$ cat src/common/scw_regs.svh
`ifndef SCW_REGS_SVH
`define SCW_REGS_SVH
// register index of the status and control word behind the index port
`define SCW_IDX_STATUS_CONTROL 7'h00
`define SCW_IDX_W 7
// bit positions of the status and control word
`define SCW_B_ERR 15
`define SCW_B_OVERLONG 14
`define SCW_B_COLLTEST 13
`define SCW_B_DROPPED 12
`define SCW_B_BUSTMO 11
`define SCW_B_RXDONE 10
`define SCW_B_TXDONE 9
`define SCW_B_SETUPDONE 8
`define SCW_B_PENDING 7
`define SCW_B_IRQGATE 6
`define SCW_B_RXACT 5
`define SCW_B_TXACT 4
`define SCW_B_POLLNOW 3
`define SCW_B_STOP 2
`define SCW_B_GO 1
`define SCW_B_SETUP 0
// reset value: only stop set
`define SCW_RESET_VAL 16'h0004
`endif

$ cat src/common/scw_pkg.sv
`default_nettype none
package scw_pkg;
    // sequencer states for start/setup handling
    typedef enum logic [1:0] {
        SCW_IDLE,
        SCW_SETUP,
        SCW_RUN
    } scw_state_t;
endpackage : scw_pkg
`default_nettype wire

$ cat src/hdl/scw_status_control.sv
`timescale 1ns/100ps
`default_nettype none
`include "scw_regs.svh"
module scw_status_control
    import scw_pkg::*;
(
    input wire logic clk,
    input wire logic rstn,
    // indirect register ports, host side, same clock
    input wire logic index_port_wr,
    input wire logic [15:0] index_port_wdata,
    input wire logic value_port_wr,
    input wire logic value_port_rd,
    input wire logic [15:0] value_port_wdata,
    output logic [15:0] index_port_rdata,
    output logic [15:0] value_port_rdata,
    // event pulses from internal units, same clock
    input wire logic bus_timeout_ev,
    input wire logic rx_done_ev,
    input wire logic tx_done_ev,
    input wire logic setup_read_done,
    input wire logic overlong_ev,
    input wire logic colltest_ev,
    input wire logic dropped_ev,
    input wire logic descr_fetch_done,
    // level status from other units
    input wire logic missed_count_overflow,
    input wire logic collision_count_overflow,
    input wire logic long_talk_flag,
    input wire logic tx_begin_flag,
    // mask and configuration bits held elsewhere
    input wire logic overlong_mask,
    input wire logic dropped_mask,
    input wire logic bus_timeout_mask,
    input wire logic rx_done_mask,
    input wire logic tx_done_mask,
    input wire logic setup_done_mask,
    input wire logic receiver_disable_cfg,
    input wire logic transmitter_disable_cfg,
    input wire logic auto_poll_disable,
    // controls to the rest of the controller
    output logic irq,
    output logic stopped,
    output logic setup_start,
    output logic tx_poll_go,
    output logic receiver_active,
    output logic transmitter_active
);
    logic [`SCW_IDX_W-1:0] index_reg;
    logic sel;
    logic wr_w;
    logic [15:0] wd;
    logic stop_reg;
    logic go_reg;
    logic setup_reg;
    logic irq_gate_reg;
    logic poll_now_reg;
    logic rx_act_reg;
    logic tx_act_reg;
    logic stop_clr;
    logic go_wr;
    logic setup_wr;
    logic stop_wr;
    logic bus_grant_timeout_flag;
    logic rx_done_flag;
    logic tx_done_flag;
    logic setup_done_flag;
    logic overlong_transmit_flag;
    logic collision_test_flag;
    logic dropped_flag;
    logic err_sum;
    logic pending_summary;
    logic [15:0] word;
    scw_state_t state_reg;

    // decode of the value port onto the selected register
    assign sel = (index_reg == `SCW_IDX_STATUS_CONTROL);
    assign wr_w = value_port_wr && sel;
    assign wd = value_port_wdata;
    assign stop_wr = wr_w && wd[`SCW_B_STOP];
    assign go_wr = wr_w && wd[`SCW_B_GO] && !wd[`SCW_B_STOP];
    assign setup_wr = wr_w && wd[`SCW_B_SETUP] && !wd[`SCW_B_STOP];
    // stop written clears the flags in the same edge it takes effect
    assign stop_clr = stop_wr;

    // index port, cleared by reset
    always_ff @(posedge clk or negedge rstn) begin
        if (!rstn) begin
            index_reg <= '0;
        end else if (index_port_wr) begin
            index_reg <= index_port_wdata[`SCW_IDX_W-1:0];
        end
    end

    // configuration levels may come from a slower register domain, so two
    // flops come first; the enables are read in every run cycle, so the lag delays the active bits, and a stale enable can set one that then holds until stop
    logic [2:0] cfg_sync;
    scw_sync #(
        .W(3)
    ) u_cfg_sync (
        .clk(clk),
        .rstn(rstn),
        .d({auto_poll_disable, transmitter_disable_cfg, receiver_disable_cfg}),
        .q(cfg_sync)
    );

    // event flags share one sticky cell shape
    scw_flag u_bus_timeout (
        .clk(clk), .rstn(rstn), .set_ev(bus_timeout_ev && !stop_reg),
        .clr_w1(wr_w && wd[`SCW_B_BUSTMO]), .stop_clr(stop_clr),
        .flag(bus_grant_timeout_flag));
    scw_flag u_rx_done (
        .clk(clk), .rstn(rstn), .set_ev(rx_done_ev && !stop_reg),
        .clr_w1(wr_w && wd[`SCW_B_RXDONE]), .stop_clr(stop_clr),
        .flag(rx_done_flag));
    scw_flag u_tx_done (
        .clk(clk), .rstn(rstn), .set_ev(tx_done_ev && !stop_reg),
        .clr_w1(wr_w && wd[`SCW_B_TXDONE]), .stop_clr(stop_clr),
        .flag(tx_done_flag));
    scw_flag u_setup_done (
        .clk(clk), .rstn(rstn),
        .set_ev(setup_read_done && state_reg == SCW_SETUP && !stop_reg),
        .clr_w1(wr_w && wd[`SCW_B_SETUPDONE]), .stop_clr(stop_clr),
        .flag(setup_done_flag));
    scw_flag u_overlong (
        .clk(clk), .rstn(rstn), .set_ev(overlong_ev && !stop_reg),
        .clr_w1(wr_w && wd[`SCW_B_OVERLONG]), .stop_clr(stop_clr),
        .flag(overlong_transmit_flag));
    scw_flag u_colltest (
        .clk(clk), .rstn(rstn), .set_ev(colltest_ev && !stop_reg),
        .clr_w1(wr_w && wd[`SCW_B_COLLTEST]), .stop_clr(stop_clr),
        .flag(collision_test_flag));
    scw_flag u_dropped (
        .clk(clk), .rstn(rstn), .set_ev(dropped_ev && !stop_reg),
        .clr_w1(wr_w && wd[`SCW_B_DROPPED]), .stop_clr(stop_clr),
        .flag(dropped_flag));

    // error summary follows the four error flags
    assign err_sum = overlong_transmit_flag || collision_test_flag ||
                     dropped_flag || bus_grant_timeout_flag;

    // pending summary is combinational so it drops as soon as causes clear;
    // flags are already zero while stopped, level sources are gated here
    assign pending_summary = !stop_reg && (
        (overlong_transmit_flag && !overlong_mask) ||
        (dropped_flag && !dropped_mask) ||
        (bus_grant_timeout_flag && !bus_timeout_mask) ||
        missed_count_overflow || collision_count_overflow ||
        (rx_done_flag && !rx_done_mask) ||
        (tx_done_flag && !tx_done_mask) ||
        (setup_done_flag && !setup_done_mask) ||
        long_talk_flag || tx_begin_flag);

    // interrupt gate follows written value; a stop write clears it
    always_ff @(posedge clk or negedge rstn) begin
        if (!rstn) begin
            irq_gate_reg <= 1'b0;
        end else if (stop_clr) begin
            irq_gate_reg <= 1'b0;
        end else if (wr_w) begin
            irq_gate_reg <= wd[`SCW_B_IRQGATE];
        end
    end

    // irq registered so the pin comes from a flop; one cycle behind pending
    always_ff @(posedge clk or negedge rstn) begin
        if (!rstn) begin
            irq <= 1'b0;
        end else begin
            irq <= pending_summary && irq_gate_reg;
        end
    end

    // stop bit: set by write one or reset, cleared by go or setup
    always_ff @(posedge clk or negedge rstn) begin
        if (!rstn) begin
            stop_reg <= 1'b1;
        end else if (stop_wr) begin
            stop_reg <= 1'b1;
        end else if (go_wr || setup_wr) begin
            stop_reg <= 1'b0;
        end
    end

    // go and setup request bits, held until stop
    always_ff @(posedge clk or negedge rstn) begin
        if (!rstn) begin
            go_reg <= 1'b0;
            setup_reg <= 1'b0;
        end else if (stop_wr) begin
            go_reg <= 1'b0;
            setup_reg <= 1'b0;
        end else begin
            if (go_wr) begin
                go_reg <= 1'b1;
            end
            if (setup_wr) begin
                setup_reg <= 1'b1;
            end
        end
    end

    // sequencer: setup read first when both requested together
    always_ff @(posedge clk or negedge rstn) begin
        if (!rstn) begin
            state_reg <= SCW_IDLE;
        end else if (stop_wr) begin
            state_reg <= SCW_IDLE;
        end else begin
            unique case (state_reg)
                SCW_IDLE: begin
                    if (setup_wr) begin
                        state_reg <= SCW_SETUP;
                    end else if (go_wr) begin
                        state_reg <= SCW_RUN;
                    end
                end
                SCW_SETUP: begin
                    if (setup_read_done) begin
                        state_reg <= go_reg ? SCW_RUN : SCW_IDLE;
                    end
                end
                SCW_RUN: begin
                    state_reg <= SCW_RUN;
                end
            endcase
        end
    end

    // active bits rise in any run cycle while not disabled, and hold until stop
    always_ff @(posedge clk or negedge rstn) begin
        if (!rstn) begin
            rx_act_reg <= 1'b0;
            tx_act_reg <= 1'b0;
        end else if (stop_wr) begin
            rx_act_reg <= 1'b0;
            tx_act_reg <= 1'b0;
        end else if (state_reg == SCW_RUN) begin
            rx_act_reg <= rx_act_reg || !cfg_sync[0];
            tx_act_reg <= tx_act_reg || !cfg_sync[1];
        end
    end

    // poll-now request; hazard: a fetch and a host write in one cycle,
    // the write wins so a fresh demand is never swallowed
    always_ff @(posedge clk or negedge rstn) begin
        if (!rstn) begin
            poll_now_reg <= 1'b0;
        end else if (stop_clr) begin
            poll_now_reg <= 1'b0;
        end else if (wr_w && wd[`SCW_B_POLLNOW]) begin
            poll_now_reg <= 1'b1;
        end else if (!tx_act_reg || descr_fetch_done) begin
            poll_now_reg <= 1'b0;
        end
    end

    // immediate descriptor fetch request to the engine
    always_ff @(posedge clk or negedge rstn) begin
        if (!rstn) begin
            tx_poll_go <= 1'b0;
        end else begin
            tx_poll_go <= poll_now_reg && tx_act_reg && !stop_reg &&
                          !descr_fetch_done;
        end
    end

    // auto_poll_disable only changes who must issue the demand
    logic unused_cfg;
    assign unused_cfg = cfg_sync[2];

    // outputs to the rest of the controller
    always_ff @(posedge clk or negedge rstn) begin
        if (!rstn) begin
            stopped <= 1'b1;
            setup_start <= 1'b0;
            receiver_active <= 1'b0;
            transmitter_active <= 1'b0;
        end else begin
            stopped <= stop_reg || stop_wr;
            setup_start <= (state_reg == SCW_SETUP) && !stop_wr;
            receiver_active <= rx_act_reg && !stop_wr;
            transmitter_active <= tx_act_reg && !stop_wr;
        end
    end

    // assembled read word
    always_comb begin
        word = 16'h0000;
        word[`SCW_B_ERR] = err_sum;
        word[`SCW_B_OVERLONG] = overlong_transmit_flag;
        word[`SCW_B_COLLTEST] = collision_test_flag;
        word[`SCW_B_DROPPED] = dropped_flag;
        word[`SCW_B_BUSTMO] = bus_grant_timeout_flag;
        word[`SCW_B_RXDONE] = rx_done_flag;
        word[`SCW_B_TXDONE] = tx_done_flag;
        word[`SCW_B_SETUPDONE] = setup_done_flag;
        word[`SCW_B_PENDING] = pending_summary;
        word[`SCW_B_IRQGATE] = irq_gate_reg;
        word[`SCW_B_RXACT] = rx_act_reg;
        word[`SCW_B_TXACT] = tx_act_reg;
        word[`SCW_B_POLLNOW] = poll_now_reg;
        word[`SCW_B_STOP] = stop_reg;
        word[`SCW_B_GO] = go_reg;
        word[`SCW_B_SETUP] = setup_reg;
    end

    // read data registered; unselected index reads zero
    always_ff @(posedge clk or negedge rstn) begin
        if (!rstn) begin
            value_port_rdata <= 16'h0000;
            index_port_rdata <= 16'h0000;
        end else begin
            index_port_rdata <= {9'h000, index_reg};
            if (value_port_rd) begin
                value_port_rdata <= sel ? word : 16'h0000;
            end
        end
    end
endmodule : scw_status_control
`default_nettype wire

$ cat src/hdl/scw_sync.sv
`timescale 1ns/100ps
`default_nettype none
// two-flop synchroniser, one per bit
module scw_sync #(
    parameter int W = 1
) (
    input wire logic clk,
    input wire logic rstn,
    input wire logic [W-1:0] d,
    output logic [W-1:0] q
);
    logic [W-1:0] meta_reg;
    // first stage is read by the second stage only
    always_ff @(posedge clk or negedge rstn) begin
        if (!rstn) begin
            meta_reg <= '0;
            q <= '0;
        end else begin
            meta_reg <= d;
            q <= meta_reg;
        end
    end
endmodule : scw_sync
`default_nettype wire

$ cat src/hdl/scw_flag.sv
`timescale 1ns/100ps
`default_nettype none
// sticky event flag, set by hardware, write-one-to-clear, cleared by stop
module scw_flag (
    input wire logic clk,
    input wire logic rstn,
    input wire logic set_ev,
    input wire logic clr_w1,
    input wire logic stop_clr,
    output logic flag
);
    // set beats host clear so a coincident event survives
    always_ff @(posedge clk or negedge rstn) begin
        if (!rstn) begin
            flag <= 1'b0;
        end else if (stop_clr) begin
            flag <= 1'b0;
        end else if (set_ev) begin
            flag <= 1'b1;
        end else if (clr_w1) begin
            flag <= 1'b0;
        end
    end
endmodule : scw_flag
`default_nettype wire

$ cat config.mk
export PLATFORM = sky130hd
export DESIGN_NAME = scw_status_control
export DESIGN_NICKNAME = d
export VERILOG_FILES = /design/src/common/scw_pkg.sv /design/src/hdl/scw_status_control.sv /design/src/hdl/scw_sync.sv /design/src/hdl/scw_flag.sv
export VERILOG_INCLUDE_DIRS = /design/src /design/src/common
export SDC_FILE = /design/constraint.sdc
export NUM_CORES = 1
export LEC_CHECK = 0
export ABC_AREA = 1
export BUFFER_PORTS_ARGS = -buffer_cell sky130_fd_sc_hd__clkbuf_2
export CAP_MARGIN = 15
export CORE_MARGIN = 2
export CORE_UTILIZATION = 42
export DETAILED_ROUTE_END_ITERATION = 8
export GPL_ROUTABILITY_DRIVEN = 0
export HOLD_SLACK_MARGIN = 0.08
export PLACE_DENSITY = 0.78
export SETUP_SLACK_MARGIN = 0.3
export SLEW_MARGIN = 20
export SYNTH_ARGS = -nofsm -noshare
export SYNTH_HDL_FRONTEND = slang
export SYNTH_SLANG_ARGS = --single-unit
$ cat constraint.sdc
create_clock -name clk -period 1.2 [get_ports clk]
set_input_delay 0.12 -clock clk [delete_from_list [all_inputs] [get_ports clk]]
set_output_delay 0.12 -clock clk [all_outputs]
set_load 0.03 [all_outputs]
---- Word-level counts from Yosys, hierarchy flattened ----
Index checks and enable logic that the tools add are counted.
operators by class
  multipliers ............................. 0
  div/mod/pow operators ................... 0
  add/subtract/negate cells ............... 0
  eq/ne operators ......................... 4
  shift-type cells ........................ 0
  reduce and logical (&&, ||, !) cells .... 82
  multiplexer cells ....................... 43
  bitwise logic cells ..................... 0
  order comparisons ....................... 0
operators by type and width
  operator                                                         number
  1-bit logical AND                                                36
  1-bit two-way mux                                                36
  3-bit nonzero test                                               8
  1-bit logical OR                                                 17
  16-bit two-way mux                                               1
  1-bit zero test                                                  13
  2-bit two-way mux                                                5
  2-bit nonzero test                                               5
  7-bit zero test                                                  1
  2-bit case mux with 3 select lines                               1
  4-bit != test, second input constant                             1
  3-bit != test, second input constant                             1
  2-bit by 1-bit == test with 1-bit output, second input constant  1
  2-bit == test, second input constant                             1
  2-bit zero test                                                  1
  2-bit AND reduction                                              1
word-level totals
  output and inout port bits .............. 38
  bits in read-only memories .............. 0
  latch bits .............................. 0
  input port bits ......................... 58
  memories kept ........................... 0
  RAM bits ................................ 0
  flip-flop bits (word level) ............. 56

---- Depth between registers and ports, before layout ----
  depth after elaboration ................. 13
  depth in mapped cells ................... 10
  mapped depth without buffers ............ 10

---- Hierarchy ----
Synthesis repeated with hierarchy kept, for this count alone.
unflattened totals
  cells, all modules ...................... 251
  area total of the unflattened synthesis .. 2424.8 sq um
modules (own cells, without submodules)
  module              sequential area each (sq um)  area each (sq um)  times used  cells an instance
  scw_status_control  1128.6                        1959.4             1           210
  scw_flag            25.0                          45.0               7           5
  scw_sync            150.1                         150.1              1           6

---- Least setup slack after synthesis ----
OpenSTA, ideal clock, no wires.
  kind .................................... register -> register
  start ................................... register index_reg[1]
  end ..................................... register state_reg[1]
  path slack .............................. -0.071 ns
  data required time ...................... 1.083 ns
  clock period less this slack ............ 1.271 ns
  path buffers ............................ 0
  stages on the path, launching flop included .. 9
  arrival time ............................ 1.154 ns
  cell sequence ........................... dfrtp_1 -> nor2_1 -> nand2_1 -> nor2_4 -> nand4_1 -> nor2_1 -> nor2_1 -> nand3_1 -> nand2_1
on the way
  word-level cells in the longest chain between the ends .. 7
ends and longest elaborated chain
  element                             RTL line                   RTL
  start, declared                     scw_status_control.sv:49   logic [`SCW_IDX_W-1:0] index_reg;
  start signal, assigned              scw_status_control.sv:91   index_reg <= index_port_wdata[`SCW_IDX_W-1:0];
  7-bit zero test (no line) *         -
  1-bit logical AND *                 scw_status_control.sv:78   assign wr_w = value_port_wr && sel;
  1-bit logical AND (2 in series)     scw_status_control.sv:82   assign setup_wr = wr_w && wd[`SCW_B_SETUP] && !wd[`SCW_B_STOP];
  2-bit two-way mux                   scw_status_control.sv:212  if (setup_wr) begin
  2-bit case mux with 3 select lines  scw_status_control.sv:210  unique case (state_reg)
  2-bit two-way mux                   scw_status_control.sv:207  end else if (stop_wr) begin
  end signal, assigned                scw_status_control.sv:220  state_reg <= go_reg ? SCW_RUN : SCW_IDLE;
  end, declared                       scw_status_control.sv:74   scw_state_t state_reg;
Mark *: on every way between the ends. The rest lies on a longest branch, timed or not.
A chain may end at the register's enable or synchronous reset.

---- Worst setup path in the final report ----
  start ................................... register index_reg[5]
  end ..................................... register state_reg[1]
The elaborated chain is that of the path after synthesis.

==> flow_summary.toml <==
[outcome]
status = "finished, violations left"
violations = "negative setup slack"

[floorplan]
fp.coreArea_sq_um = 5140
ios = 96
fp.dieH_um = 77.0
die_x_um = 77.0
initial_core_util_pct = 43.5
rows = 26
fp.dieArea_sq_um = 5930

[route]
first_pass_iters = 4
wl_mm = 6.37
drt_iter0_drc = 71
avgRoutedWirePerCell_um = 14.9
num_vias = 2031
vias_per_cell = 4.75
drc_errors = 0
ant_nets = 0

[worst_setup_path]
reg2reg_depth = 8
startpoint_type = "flop"
r2r_end = "state_reg[1]"
cp-endpoint = "state_reg[1]"
worstSetupEndpointType = "flop"
rr_startpoint = "index_reg[5]"
rrSetupSlack_ps = -250
worstPathMaxFanout = 4
critPathRequiredTime_ps = 1400
critPathLaunch = "index_reg[5]"
path_class = "reg -> reg"
crit_arrival_ps = 1650

[pwr]
finalPower_mw = 4.87
peakVddDrop_v = 0.00111
power_density_nw_per_um2 = 1270
leakagePower_nw = 1.97

[global_routing]
grt_antenna_before_repair = 0
track_usage_pct = 21.0
grt_max_degree = 32
overflow = 0
grt_pass1_wl_mm = 9.73
first_global_vias = 2146

[sta]
hold_viol_final = 0
worst_slack_ps = -250
clock_skew_ps = 13.3
setup_violations = 35
period_needed_ps = 1450
rsz0062_at_grt = "yes"
drv_slew = 0
hold-worst-slack_ps = 87.9
clock.fmax_mhz = 690
finalCritPeriodShare_pct = 121
fin_setup_tns_ps = -6390

[place]
dpl.hpwl_mm = 3.66
pre_cts_slack_ps = -248
portBuffers = 72

[logic_synthesis]
synth.distinct_cells = 28
syn_avg_cell_area_sq_um = 10.4
synth-seq-area-share_pct = 62.8
syn_area_sq_um = 2240
ys_ff_latch = 56
yosys.area.top_type_share_pct = 60.4
yosys-top-cells-area = "dfrtp_1 60%, nand2_1 6.5%, o21ai_0 5.4%"
yosys_warnings = 0
synth_top_area_cell = "dfrtp_1"
syn_inst = 215

[clock_network]
cts.path.max_buffers = 2
cts_tree = "yes"
cts_sinks = 56
htreeDepth = 2
cts_buffers = 5
clkTransAtPathRegs_ps = 100
root_buffer = "clkbuf_8"
insertion_delay_ps = 320

[cells_and_area]
diodes = 0
final_util_pct = 74.3
finalNetCount = 418
largest_register_ffs = 16
layout-drive-gt1-share_pct = 51.1
syn_to_final_growth_pct = 70.8

[hold_path]
whs_path_depth = 3
hp-class = "in -> reg"

[run]
cap_violations = 0
[metrics by stage]
step	cell area, sq um	instances
6_report	3820	428
5_1_grt	3820	428
4_1_cts	3590	415
3_5_place_dp	2790	370
3_3_place_gp	2790	370
2_1_floorplan	2270	223
[synthesized netlist by cell type, drive strengths merged]
cell type,number
o21ai,24
nor2,12
nand4,1
nand2,41
nor3,1
o211ai,1
nand3,7
buf,10
inv,32
a22o,3
o31ai,3
ha,3
clkbuf,2
conb,1
nor4,3
nand3b,1
mux2,6
dfrtp,54
a21boi,1
o22ai,3
dfstp,2
a21oi,4
[metal layers]
layer,track usage [%],routed length (um),vias up
met4,9.46,116,0
met3,5.06,332,14
met5,0,0,-
li1,-,-,955
met2,37.4,3560,77
met1,23.7,2360,985
[cell families (layout without fill, tap and decap cells)]
group / count (synthesis) / count (layout) / share of synthesized area [%]
simple gates: 66 / 66 / 13.5
flops: 56 / 56 / 62.8
buf+inv: 44 / 179 / 8.95
compound gates: 39 / 39 / 9.96
mux: 6 / 6 / 3.02
fa+ha+maj: 3 / 3 / 1.68
other cells: 1 / 9 / 0.168
[how the worst min path moves through the flow]
stage | end | slack (ps) | startpoint
floorplan | go_reg | -180 | rstn
global placement | index_port_rdata[1] | -40 | rstn
detailed placement | index_port_rdata[1] | -40 | rstn
CTS | u_setup_done.flag | 90 | setup_read_done
global route | u_setup_done.flag | 80 | setup_read_done
finish | u_setup_done.flag | 90 | setup_read_done
[critical path, stage by stage, from the launching register on]
cell and delay, ps:
dfrtp_1 390, nor2_1 130, nand2_2 80, nor2_4 170, nand4_1 140, nor2_2 220, nor2_2 80, nand3_1 80
nand2_1 60
[timing repair]
item / CTS / global route
endpoints found under the hold margin: 73 / 0
resized for setup: 109 / 64
endpoints found under the setup margin: 66 / 70
hold buffers: 18 / 0
pin swaps: 7 / 9
buffers inserted: 19 / 13
[cell usage in the layout, fill, tap and decap left out, drive strengths merged]
cell type    instances
bufinv               1
nand4                1
o22ai                3
a21boi               1
mux2                 6
clkinv               1
dfstp                2
nand3                7
buf                 78
o211ai               1
dfrtp               54
dlygate4sd3         18
nor2                12
a22o                 3
o21ai               24
nand2               41
a21oi                4
nor4                 3
nor3                 1
nand3b               1
o31ai                3
ha                   3
conb                 9
inv                 32
clkbuf              49
[area by class of cell]
type	instances	area, sq um
fillers	332	1320
repair buffers	139	1260
well taps	70	87.6
flip-flops and latches	56	1400
inverters	32	130
multi-input cells	123	813
clock buffers	6	82.6
clock inverters	2	38.8
[power breakdown]
| part | switching [mW] | total [mW] | internal [mW] | leakage (nW) |
|---|---|---|---|---|
| Combinational | 0.677 | 1.28 | 0.602 | 1.23 |
| Clock | 0.630 | 1.31 | 0.683 | 0.0614 |
| Sequential | 0.169 | 2.28 | 2.11 | 0.679 |
| Total | 1.48 | 4.87 | 3.39 | 1.97 |
Power figures use the tool's default switching activity.
